File: src/usart_pkg.sv
// Package: register map, field positions, timing constants and types
package usart_pkg;
  // Register indices; the byte address is four times the index
  localparam logic [9:0] MAIN_CTRL_INDEX = 10'h0ba;
  localparam logic [9:0] RX_STAT_INDEX = 10'h0bb;
  localparam logic [9:0] IRQ_CLK_INDEX = 10'h0bc;
  localparam logic [11:0] MAIN_CTRL_ADDR = {MAIN_CTRL_INDEX, 2'h0};
  localparam logic [11:0] RX_STAT_ADDR = {RX_STAT_INDEX, 2'h0};
  localparam logic [11:0] IRQ_CLK_ADDR = {IRQ_CLK_INDEX, 2'h0};
  localparam logic [11:0] TX_DATA_ADDR = 12'h0c0;
  localparam logic [11:0] RX_DATA_ADDR = 12'h0c4;
  localparam logic [11:0] BAUD_DIV_ADDR = 12'h0c8;
  localparam logic [7:0] MAIN_CTRL_RESET = 8'h01;
  localparam logic [7:0] ZERO_BYTE = 8'h00;
  localparam logic [15:0] BAUD_DIV_RESET = 16'h000c;
  localparam logic [3:0] OVERSAMPLE_LAST = 4'hf;
  localparam logic [3:0] HALF_BIT = 4'h7;
  localparam logic [3:0] SHORT_STOP_LAST = 4'hd;
  localparam logic [3:0] BITS_EIGHT = 4'h8;
  localparam logic [3:0] BITS_SEVEN = 4'h7;
  localparam logic [3:0] BITS_NINE = 4'h9;
  localparam logic [31:0] WORD_ZERO = 32'h0000_0000;

  typedef struct packed {
    logic parity_enable;
    logic parity_select_high;
    logic ninth_bit_or_parity_select_low;
    logic frame_length_high;
    logic frame_length_low;
  } main_cfg_type;

  typedef struct packed {
    logic two_stop_bits;
    logic short_last_stop;
    logic tx_pin_enable;
    logic sync_mode_select;
    logic rx_clock_source;
    logic tx_clock_source;
    logic rx_irq_enable;
    logic tx_irq_enable;
  } irq_clk_type;

  typedef enum logic [2:0] {
    TX_IDLE = 3'b000,
    TX_START = 3'b001,
    TX_DATA = 3'b011,
    TX_PARITY = 3'b010,
    TX_STOP = 3'b110
  } tx_state_type;

  typedef enum logic [2:0] {
    RX_IDLE = 3'b000,
    RX_START = 3'b001,
    RX_DATA = 3'b011,
    RX_PARITY = 3'b010,
    RX_STOP = 3'b110
  } rx_state_type;
endpackage

File: src/usart_control_status_regs.sv
// USART with its control and status registers behind an APB slave
module usart_control_status_regs (
  // Clock and reset
  input wire logic ref_clk,
  input wire logic reset_n,
  // APB slave
  input wire logic psel,
  input wire logic penable,
  input wire logic pwrite,
  input wire logic [11:0] paddr,
  input wire logic [31:0] pwdata,
  output logic [31:0] prdata,
  output logic pready,
  output logic pslverr,
  // Serial pins
  input wire logic serial_in_pin,
  input wire logic external_clock_pin,
  output logic serial_out_pin,
  output logic serial_out_oe,
  output logic clock_out_pin,
  // Interrupt requests
  output logic rx_irq,
  output logic tx_irq
);
  import usart_pkg::*;

  main_cfg_type main_r;
  irq_clk_type icfg_r;
  logic tx_buffer_empty_r, receive_buffer_full_r, err_r, ovr_r, fe_r, pe_r, spare_r, received_ninth_bit_r, attention_mode_r, transmitting_active_r, receive_line_fault_r;
  logic [7:0] tx_holding_buffer_r, rx_holding_buffer_r;
  logic [15:0] baud_div_r, baud_cnt_r;
  logic baud_tick_r, baud_clk_r, ck_prev_r, pready_r, pslverr_r, tx_par_r, tx_stop2_r, tx_out_r, rx_par_r;
  logic [1:0] rx_sync_r, ck_sync_r;
  logic [31:0] prdata_r;
  tx_state_type tx_state_r;
  rx_state_type rx_state_r;
  logic [3:0] tx_os_r, tx_bit_r, rx_os_r, rx_bit_r;
  logic [8:0] tx_shift_register_r, rx_shift_r;

  function automatic logic [3:0] frame_bits(input main_cfg_type c);
    if (c.frame_length_high) frame_bits = BITS_NINE;
    else if (c.frame_length_low) frame_bits = BITS_SEVEN;
    else frame_bits = BITS_EIGHT;
  endfunction

  // Access decode
  wire acc = psel && penable && !pready_r;
  wire wr = acc && pwrite;
  wire rd = acc && !pwrite;
  wire hit_main = paddr == MAIN_CTRL_ADDR;
  wire hit_stat = paddr == RX_STAT_ADDR;
  wire hit_icfg = paddr == IRQ_CLK_ADDR;
  wire hit_txd = paddr == TX_DATA_ADDR;
  wire hit_rxd = paddr == RX_DATA_ADDR;
  wire hit_baud = paddr == BAUD_DIV_ADDR;
  wire mapped = hit_main || hit_stat || hit_icfg || hit_txd || hit_rxd || hit_baud;
  wire tx_write = wr && hit_txd;
  wire rx_read = rd && hit_rxd;
  wire stat_read = rd && hit_stat;

  // Format decode
  wire nine_bit = main_r.frame_length_high;
  wire loopback = main_r.frame_length_high && main_r.frame_length_low;
  wire par_on = main_r.parity_enable && !nine_bit;
  wire [3:0] nbits = frame_bits(main_r);

  // Clock selection
  wire ck_in = ck_sync_r[1];
  wire ext_tick = ck_in && !ck_prev_r;
  wire tx_tick = icfg_r.tx_clock_source ? ext_tick : baud_tick_r;
  wire rx_tick = icfg_r.rx_clock_source ? ext_tick : baud_tick_r;
  wire os_last_tx = icfg_r.sync_mode_select ? 1'b1 : (tx_os_r == OVERSAMPLE_LAST);
  wire rx_line = loopback ? tx_out_r : rx_sync_r[1];
  wire rx_mid = icfg_r.sync_mode_select ? 1'b1 : (rx_os_r == OVERSAMPLE_LAST);

  // Parity of a data word under the current format
  function automatic logic par_bit(input logic [8:0] d, input main_cfg_type c);
    logic [8:0] m;
    m = c.frame_length_low ? {2'b00, d[6:0]} : {1'b0, d[7:0]};
    case ({c.parity_select_high, c.ninth_bit_or_parity_select_low})
      2'b10: par_bit = 1'b1;
      2'b11: par_bit = 1'b0;
      default: par_bit = ^m;
    endcase
  endfunction

  // Last stop bit length
  wire stop_last = tx_stop2_r ? 1'b0 : 1'b1;
  wire stop_end = icfg_r.sync_mode_select ? 1'b1 :
    ((stop_last && icfg_r.short_last_stop) ? (tx_os_r == SHORT_STOP_LAST) : (tx_os_r == OVERSAMPLE_LAST));

  // Received frame completion
  wire rx_done = rx_tick && rx_mid && rx_state_r == RX_STOP;
  wire rx_fe = rx_done && !rx_line;
  wire rx_ovr = rx_done && receive_buffer_full_r;
  wire [8:0] rx_word = main_r.frame_length_low && !nine_bit ? {2'b00, rx_shift_r[8:2]} :
    (nine_bit ? rx_shift_r : {1'b0, rx_shift_r[8:1]});
  wire rx_pe = rx_done && par_on && (rx_par_r != par_bit(rx_word, main_r));

  // APB answer
  always_ff @(posedge ref_clk or negedge reset_n) begin
    if (!reset_n) begin
      pready_r <= 1'b0;
      pslverr_r <= 1'b0;
      prdata_r <= WORD_ZERO;
    end else begin
      pready_r <= acc;
      pslverr_r <= acc && !mapped;
      if (rd) begin
        if (hit_main) prdata_r <= {24'h00_0000, main_r, err_r, receive_buffer_full_r, tx_buffer_empty_r};
        else if (hit_stat) prdata_r <= {24'h00_0000, ovr_r, fe_r, pe_r, spare_r, received_ninth_bit_r, attention_mode_r, transmitting_active_r, receive_line_fault_r};
        else if (hit_icfg) prdata_r <= {24'h00_0000, icfg_r};
        else if (hit_txd) prdata_r <= {24'h00_0000, tx_holding_buffer_r};
        else if (hit_rxd) prdata_r <= {24'h00_0000, rx_holding_buffer_r};
        else if (hit_baud) prdata_r <= {16'h0000, baud_div_r};
        else prdata_r <= WORD_ZERO;
      end
    end
  end

  // Control registers
  always_ff @(posedge ref_clk or negedge reset_n) begin
    if (!reset_n) begin
      main_r <= '0;
      icfg_r <= '0;
      spare_r <= 1'b0;
      baud_div_r <= BAUD_DIV_RESET;
    end else begin
      if (wr && hit_main) main_r <= pwdata[7:3];
      if (wr && hit_icfg) icfg_r <= pwdata[7:0];
      if (wr && hit_stat) spare_r <= pwdata[4];
      if (wr && hit_baud) baud_div_r <= pwdata[15:0];
    end
  end

  // Pin synchronisers and baud generator
  always_ff @(posedge ref_clk or negedge reset_n) begin
    if (!reset_n) begin
      rx_sync_r <= 2'b11;
      ck_sync_r <= 2'b00;
      ck_prev_r <= 1'b0;
      baud_cnt_r <= '0;
      baud_tick_r <= 1'b0;
      baud_clk_r <= 1'b0;
    end else begin
      rx_sync_r <= {rx_sync_r[0], serial_in_pin};
      ck_sync_r <= {ck_sync_r[0], external_clock_pin};
      ck_prev_r <= ck_sync_r[1];
      baud_tick_r <= baud_cnt_r == '0 && baud_div_r != '0;
      if (baud_cnt_r == '0) begin
        baud_cnt_r <= baud_div_r;
        if (baud_div_r != '0) baud_clk_r <= !baud_clk_r;
      end else begin
        baud_cnt_r <= baud_cnt_r - 16'h0001;
      end
    end
  end

  // Transmitter
  always_ff @(posedge ref_clk or negedge reset_n) begin
    if (!reset_n) begin
      tx_state_r <= TX_IDLE;
      tx_os_r <= '0;
      tx_bit_r <= '0;
      tx_shift_register_r <= '0;
      tx_holding_buffer_r <= ZERO_BYTE;
      tx_par_r <= 1'b0;
      tx_stop2_r <= 1'b0;
      tx_out_r <= 1'b1;
      tx_buffer_empty_r <= 1'b1;
      transmitting_active_r <= 1'b0;
    end else begin
      if (tx_write) begin
        tx_holding_buffer_r <= pwdata[7:0];
        tx_buffer_empty_r <= 1'b0;
      end
      case (tx_state_r)
        TX_IDLE: begin
          tx_out_r <= 1'b1;
          if (!tx_buffer_empty_r && !tx_write) begin
            tx_shift_register_r <= {main_r.ninth_bit_or_parity_select_low, tx_holding_buffer_r};
            tx_par_r <= par_bit({1'b0, tx_holding_buffer_r}, main_r);
            tx_buffer_empty_r <= 1'b1;
            transmitting_active_r <= 1'b1;
            tx_os_r <= '0;
            tx_state_r <= TX_START;
          end
        end
        TX_START: begin
          tx_out_r <= 1'b0;
          if (tx_tick) begin
            tx_os_r <= tx_os_r + 4'h1;
            if (os_last_tx) begin
              tx_os_r <= '0;
              tx_bit_r <= '0;
              tx_state_r <= TX_DATA;
            end
          end
        end
        TX_DATA: begin
          tx_out_r <= tx_shift_register_r[tx_bit_r];
          if (tx_tick) begin
            tx_os_r <= tx_os_r + 4'h1;
            if (os_last_tx) begin
              tx_os_r <= '0;
              tx_bit_r <= tx_bit_r + 4'h1;
              if (tx_bit_r == nbits - 4'h1) begin
                tx_stop2_r <= icfg_r.two_stop_bits;
                tx_state_r <= par_on ? TX_PARITY : TX_STOP;
              end
            end
          end
        end
        TX_PARITY: begin
          tx_out_r <= tx_par_r;
          if (tx_tick) begin
            tx_os_r <= tx_os_r + 4'h1;
            if (os_last_tx) begin
              tx_os_r <= '0;
              tx_state_r <= TX_STOP;
            end
          end
        end
        TX_STOP: begin
          tx_out_r <= 1'b1;
          if (tx_tick) begin
            tx_os_r <= tx_os_r + 4'h1;
            if (stop_end) begin
              tx_os_r <= '0;
              if (tx_stop2_r) tx_stop2_r <= 1'b0;
              else begin
                tx_state_r <= TX_IDLE;
                transmitting_active_r <= !tx_buffer_empty_r;
              end
            end
          end
        end
        default: tx_state_r <= TX_IDLE;
      endcase
    end
  end

  // Receiver
  always_ff @(posedge ref_clk or negedge reset_n) begin
    if (!reset_n) begin
      rx_state_r <= RX_IDLE;
      rx_os_r <= '0;
      rx_bit_r <= '0;
      rx_shift_r <= '0;
      rx_par_r <= 1'b0;
      rx_holding_buffer_r <= ZERO_BYTE;
      receive_buffer_full_r <= 1'b0;
      received_ninth_bit_r <= 1'b0;
    end else begin
      if (rx_read) receive_buffer_full_r <= 1'b0;
      case (rx_state_r)
        RX_IDLE: begin
          rx_os_r <= icfg_r.sync_mode_select ? OVERSAMPLE_LAST : HALF_BIT + 4'h1;
          if (!rx_line) rx_state_r <= RX_START;
        end
        RX_START: if (rx_tick) begin
          rx_os_r <= rx_os_r + 4'h1;
          if (rx_mid) begin
            rx_os_r <= '0;
            rx_bit_r <= '0;
            rx_state_r <= rx_line ? RX_IDLE : RX_DATA;
          end
        end
        RX_DATA: if (rx_tick) begin
          rx_os_r <= rx_os_r + 4'h1;
          if (rx_mid) begin
            rx_os_r <= '0;
            rx_shift_r <= nine_bit ? {rx_line, rx_shift_r[8:1]} : {rx_line, rx_shift_r[8:1]};
            rx_bit_r <= rx_bit_r + 4'h1;
            if (rx_bit_r == nbits - 4'h1) rx_state_r <= par_on ? RX_PARITY : RX_STOP;
          end
        end
        RX_PARITY: if (rx_tick) begin
          rx_os_r <= rx_os_r + 4'h1;
          if (rx_mid) begin
            rx_os_r <= '0;
            rx_par_r <= rx_line;
            rx_state_r <= RX_STOP;
          end
        end
        RX_STOP: if (rx_tick) begin
          rx_os_r <= rx_os_r + 4'h1;
          if (rx_mid) rx_state_r <= RX_IDLE;
        end
        default: rx_state_r <= RX_IDLE;
      endcase
      if (rx_done && !receive_buffer_full_r) begin
        rx_holding_buffer_r <= rx_word[7:0];
        receive_buffer_full_r <= 1'b1;
        if (nine_bit) received_ninth_bit_r <= rx_word[8];
      end
    end
  end

  // Error, attention and line fault flags
  always_ff @(posedge ref_clk or negedge reset_n) begin
    if (!reset_n) begin
      ovr_r <= 1'b0;
      fe_r <= 1'b0;
      pe_r <= 1'b0;
      err_r <= 1'b0;
      attention_mode_r <= 1'b0;
      receive_line_fault_r <= 1'b0;
    end else begin
      ovr_r <= rx_ovr || (ovr_r && !stat_read);
      fe_r <= rx_fe || (fe_r && !stat_read);
      pe_r <= rx_pe || (pe_r && !stat_read);
      err_r <= rx_ovr || rx_fe || rx_pe || (err_r && !stat_read);
      if (rx_done && nine_bit && rx_word[8]) attention_mode_r <= 1'b0;
      else if (wr && hit_stat) attention_mode_r <= pwdata[2];
      if (rx_fe) receive_line_fault_r <= 1'b1;
      else if (rx_line) receive_line_fault_r <= 1'b0;
    end
  end

  // Registered outputs
  always_ff @(posedge ref_clk or negedge reset_n) begin
    if (!reset_n) begin
      serial_out_pin <= 1'b1;
      serial_out_oe <= 1'b0;
      clock_out_pin <= 1'b0;
      rx_irq <= 1'b0;
      tx_irq <= 1'b0;
    end else begin
      serial_out_pin <= tx_out_r;
      serial_out_oe <= icfg_r.tx_pin_enable;
      clock_out_pin <= baud_clk_r;
      rx_irq <= receive_buffer_full_r && icfg_r.rx_irq_enable;
      tx_irq <= tx_buffer_empty_r && icfg_r.tx_irq_enable;
    end
  end

  assign prdata = prdata_r;
  assign pready = pready_r;
  assign pslverr = pslverr_r;
endmodule // usart_control_status_regs

File: config.mk
export PLATFORM = sky130hd
export DESIGN_NAME = usart_control_status_regs
export DESIGN_NICKNAME = d
export VERILOG_FILES = /design/src/usart_pkg.sv /design/src/usart_control_status_regs.sv
export SDC_FILE = /design/constraint.sdc
export NUM_CORES = 1
export LEC_CHECK = 0
export ABC_AREA = 1
export BUFFER_PORTS_ARGS = -buffer_cell sky130_fd_sc_hd__buf_2
export CAP_MARGIN = 20
export CORE_MARGIN = 8
export CORE_UTILIZATION = 60
export CTS_CLUSTER_SIZE = 14
export DETAILED_ROUTE_END_ITERATION = 8
export PLACE_DENSITY_LB_ADDON = 0.1
export REMOVE_ABC_BUFFERS = 1
export SYNTH_ARGS = -nofsm -noshare
export SYNTH_HDL_FRONTEND = slang
export SYNTH_SLANG_ARGS = --single-unit
File: constraint.sdc
create_clock -name ref_clk -period 3 [get_ports ref_clk]
set_input_delay 0.3 -clock ref_clk [delete_from_list [all_inputs] [get_ports ref_clk]]
set_output_delay 0.3 -clock ref_clk [all_outputs]
set_load 0.02 [all_outputs]
Yosys cells after proc, flatten, opt, wreduce, memory -nomap -nowiden
Index checks and enable logic that the tools add are counted.
Word-level totals
  bits in registers: 162
  bits in latches: 0
  bits in writable memories: 0
  bits in read-only memories: 0
  input bits: 51
  output and inout port bits: 39
  memories: 0
Operators by class
  add/subtract/negate cells: 6
  $mul: 0
  div/mod/pow operators: 0
  order comparisons: 1
  eq/ne operators: 45
  shift operators: 0
  multiplexer cells: 92
  bitwise logic cells: 0
  reduce and logical (&&, ||, !) cells: 88
Operator list (count)
  2-to-1 mux 16 bit: 7
  2-to-1 mux 4 bit: 18
  2-to-1 mux 3 bit: 23
  inequality test 2 bit (second input constant): 21
  equality test 12 x 10 -> 1 bit (second input constant): 3
  equality test 12 x 8 -> 1 bit (second input constant): 3
  logical AND 1 bit: 34
  case mux 3 bit (5 select lines): 2
  2-to-1 mux 1 bit: 27
  case mux 4 bit (3 select lines): 2
  2-to-1 mux 9 bit: 2
  XOR reduction 9 bit: 2
  adder 4 x 1 -> 4 bit (second input constant): 4
  logical NOT 16 bit: 1
  2-to-1 mux 8 bit: 2
  case mux 4 bit (2 select lines): 2
  nonzero test 16 bit: 1
  subtractor 16 x 1 -> 16 bit (second input constant): 1
  AND reduction 5 bit: 3
  nonzero test 2 bit: 7
  equality test 3 x 2 -> 1 bit (second input constant): 4
  equality test 4 bit (second input constant): 3
  logical NOT 1 bit: 11
  logical OR 1 bit: 11
  other kinds (23): 38

Longest topological paths before layout
  word-level depth: 10
  depth in mapped cells: 16
  gate-level depth less buffers: 15

Least setup slack after synthesis
OpenSTA, ideal clock, no wires.
  path kind: reg2reg
  start point: register baud_cnt_r[2]
  end point: register baud_cnt_r[13]
  library setup time: 0.130 ns
  arrival: 1.492 ns
  path slack: 1.378 ns
  stages on the path, launching flop included: 10
  clock period less this slack: 1.622 ns
  cells stage by stage: dfrtp_1 -> or2_2 -> nor2_1 -> nand2_1 -> nor2_1 -> nand2_1 -> nor2_1 -> nand3b_1 -> o21ai_0 -> a31oi_1
Between the ends
  cells in the longest elaborated chain, start to end: 2
  elaborated cells between the ends (all ways): 3
  those cells by class: add/sub (1); mux (1); reduce/logical (1)
Ends and longest elaborated chain
  start: declaration: RTL line usart_control_status_regs.sv:31  | logic [15:0] baud_div_r, baud_cnt_r;
  start signal: assignment: RTL line usart_control_status_regs.sv:151  | baud_cnt_r <= baud_div_r;
  start signal: assignment: RTL line usart_control_status_regs.sv:154  | baud_cnt_r <= baud_cnt_r - 16'h0001;
  subtractor 16 x 1 -> 16 bit or logical NOT 16 bit (tied branches): RTL line usart_control_status_regs.sv:154, usart_control_status_regs.sv:150
  2-to-1 mux 16 bit *: RTL line usart_control_status_regs.sv:150  | if (baud_cnt_r == '0) begin
Mark *: on every way between the ends. The rest lies on a longest branch, timed or not.
A chain may end at the register's enable or synchronous reset.

Final worst setup path
  start point: register main_r (netlist bit nine_bit)
  end point: register pe_r
Between the ends
  cells in the longest elaborated chain, start to end: 9
  elaborated cells between the ends (all ways): 12
  those cells by class: eq/ne (1); mux (4); reduce/logical (7)
Ends and longest elaborated chain
  start: declaration: RTL line usart_control_status_regs.sv:27  | main_cfg_type main_r;
  start signal: assignment: RTL line usart_control_status_regs.sv:129  | if (wr && hit_main) main_r <= pwdata[7:3];
  logical NOT 1 bit: RTL line usart_control_status_regs.sv:64, usart_control_status_regs.sv:96
  logical AND 1 bit: RTL line usart_control_status_regs.sv:96  | wire [8:0] rx_word = main_r.frame_length_low && !nine_bit ? {2'b00, rx_shift_r[8:2]} :
  2-to-1 mux 9 bit: RTL line usart_control_status_regs.sv:96
  2-to-1 mux 8 bit: RTL line usart_control_status_regs.sv:79  | m = c.frame_length_low ? {2'b00, d[6:0]} : {1'b0, d[7:0]};
  XOR reduction 9 bit: RTL line usart_control_status_regs.sv:83  | default: par_bit = ^m;
  case mux 1 bit (2 select lines): RTL line usart_control_status_regs.sv:80  | case ({c.parity_select_high, c.ninth_bit_or_parity_select_low})
  inequality test 1 bit: RTL line usart_control_status_regs.sv:98  | wire rx_pe = rx_done && par_on && (rx_par_r != par_bit(rx_word, main_r));
  logical AND 1 bit *: RTL line usart_control_status_regs.sv:98
  logical OR 1 bit *: RTL line usart_control_status_regs.sv:312  | pe_r <= rx_pe || (pe_r && !stat_read);
  end signal: assignment: RTL line usart_control_status_regs.sv:312
  end: declaration: RTL line usart_control_status_regs.sv:29  | logic tx_buffer_empty_r, receive_buffer_full_r, err_r, ovr_r, fe_r, pe_r, spare_r, received_ninth_bit_r, atten ...
Marked as above.

==> metrics.txt <==
status finished, final reports clean; Worst Path Max Fanout 16; Final GP Congestion 0.9086; root buffer cell clkbuf_16; most used cell, CP nand2_1; final net count 1082; TritonCTS Buffers 17; Startpoint Class flip-flop; Die H 128.3 microns; EDFF count, synth 0; drt wl/cell 14.97 microns; Worst path top cell family by delay simple AND/OR/NAND/NOR gates; first-pass GRT wire length 30110 microns; pwr dens 571.0 nW/um^2; share of the synthesized area in the top cell type 45.98%; IO buf count 57; Total Die Area 16460 sq um; # DRC 0; post-synth top area cell dfrtp_1; Max Slew Vio Count 0; final worst path period share 75.88%; Std-Cell Core Area 12470 sq um; ratio of cells with drive above 1 in the final layout 12.85%; Max Cap Viol 0; leading post-synthesis cells by cell area dfrtp_1 (46%), nand2_1 (14%), o21ai_0 (5.6%); number of fill cells in the layout 1036; Pre-Repair DR Iteration Count 5; CP bufs+invs 2; Peak VDD IR 0.4676 mV; die width 128.3 microns; Area Growth Syn to Fin 12.54%; DRT iter0 DRCs 587; row count 41; relative slew slack 52.07%; initial antenna violation count 0; Ys Warns 0; Slowest cell on crit path dfrtp_1; Avg Cell Area, Syn 7.913 sq um; vias in the first global route 6147; WP data arrival 2.59 ns; crit path kind reg2reg; antenna cell count 0; Vias per Instance 5.307; crit path time final 2.276 ns; critical path, cell by cell inv_2 -> nand3_1 -> inv_1 -> nor2_1 -> nand2_1 -> nand2_1 -> nand2_1 -> nand2_1 -> nand2_1 -> nand3_1 -> nand3_1 -> nand3_1 -> nand2_1; gr usage total 23.20%; Worst Clk Skew 0.005891 ns; final hold slack 0.08539 ns; GRT overflow 0; Final ANT Viol Nets 0; Critical Path RT 3.31 ns; Post-DP HPWL 13510 microns; register area share after synthesis 48.41%; top-count cell post-synth nand2_1; clk_lat worst skew 0.42 ns; # IOs 90; total number of vias 6406; Hold Fails Final Rpt 0; Least-Margin Pin Slew 0.7189 ns; Synth Flop Type dfrtp_1; Sink Count 146; Worst Hold Class in2reg; Yosys reg bits 146; CTS max path bufs 2; Static Leak 4.333 nW; capturing element type of the critical path flip-flop; unrepaired setup endpoints after global routing no; Finish-stage setup viols 0; initial core utilization 60.68%; Clock H-tree levels 4; final WL 18070 microns; post-route setup TNS 0 ns; largest net degree at the start of global routing 75; Clk pin slew, worst setup/hold paths 0.06 ns; slowest stage delay, CP 0.80 ns; # Post-CTS Setup Buffers 0; Cell Area, Synth 7565 sq um; Peak Freq 439.3 MHz; top post-synthesis cells by count nand2_1 (285), dfrtp_1 (139), inv_1 (107); Synth Instances 956; CTS tree done; Synth cell types 50; post-synthesis async set-or-reset flop share 100.0%
-- worst paths after layout --
kind                         startpoint        endpoint  slack, ns  cells past startpoint
min reg2reg                ck_sync_r[0]    ck_sync_r[1]       0.35                      0
max in group asynchronous       reset_n       prdata[2]       1.81                      3
max                            nine_bit            pe_r       0.72                     13
max reg2reg                    nine_bit            pe_r       0.72                     13
min                          pwdata[13]  baud_div_r[13]       0.09                      2
min in group asynchronous       reset_n      rx_os_r[0]       0.47                      2
-- timing repair --
action,4_1_cts,5_1_grt
hold buffers,3,0
resized for setup,0,0
hold endpoints to repair,67,0
-- logic make-up (layout without fill, tap and decap cells) --
family,Yosys count,count (layout),synth area share [%]
other,1,16,0.04957
adders and majority gates,7,7,1.158
muxes,7,7,1.025
DFF,146,146,48.41
xor gates and xnor gates,21,21,2.431
AOI/OAI and AO/OA,152,152,10.80
and+or+nand+nor,476,476,27.47
buffers and inverters,146,210,8.650
-- layout make-up --
cell class	instances	area [sq um]	area share, %
flip-flops and latches	146	3662	43.02
multi-input cells	679	3304	38.82
clock buffers	23	467.9	5.497
inverters	115	431.7	5.071
repair buffers	65	371.6	4.365
well taps	172	215.2	2.528
clock inverters	7	60.06	0.7055
-- routing by layer --
layer | vias to the layer above | GRT usage (%) | wire, microns
li1 | 3186 | - | -
met1 | 3016 | 31.23 | 8097
met5 | - | 0 | 0
met2 | 181 | 36.89 | 8530
met3 | 23 | 4.493 | 1113
met4 | 0 | 7.413 | 330
-- stage by stage --
step / util (%) / worst slack, ns / cells / power [mW] / instance area (sq um)
finish: 68.29 / 0.7236 / 1207 / 4.861 / 8513
global route: 68.29 / 0.4684 / 1207 / 5.097 / 8513
CTS: 68.29 / 0.7480 / 1207 / 4.892 / 8513
detailed placement: 63.82 / 0.7721 / 1174 / 2.963 / 7955
global placement: 63.82 / 0.8237 / 1174 / 2.936 / 7955
floorplan: - / 1.063 / 940 / 2.735 / 7398
-- flip-flops by register name (all words and copies together), names as in the netlist, 8 cells and up --
signal / flops
tx_holding_buffer_r: 8
prdata: 16
rx_holding_buffer_r: 8
rx_shift_r: 9
tx_shift_register_r: 9
icfg_r: 8
baud_div_r: 16
baud_cnt_r: 16
-- report_power, final --
group / total (mW) / switching, mW / internal [mW] / leakage (nW)
clock: 1.93 / 0.763 / 1.16 / 0.266
sequential: 2.21 / 0.114 / 2.09 / 1.91
combinational: 0.729 / 0.482 / 0.246 / 2.16
total: 4.86 / 1.36 / 3.50 / 4.33
-- cell usage in the layout (no fill, tap or decap), types with 5 or more instances in the layout --
cell,Yosys,final
nand2_1,285,285
dfrtp_1,139,139
inv_1,107,107
nor2_1,86,86
o21ai_0,85,85
buf_2,4,56
nand3_1,50,50
o21ai_1,20,20
a21oi_1,19,19
clkbuf_16,0,17
conb_1,1,16
o22ai_1,13,13
xor2_1,13,13
nand4_1,10,10
nor3_1,9,9
xnor2_1,8,8
nor4_1,8,8
inv_2,7,7
ha_1,7,7
dfstp_2,7,7
clkinv_2,0,6
nand2_2,5,5
nor2_2,5,5
(Power assumes the default switching activity.)
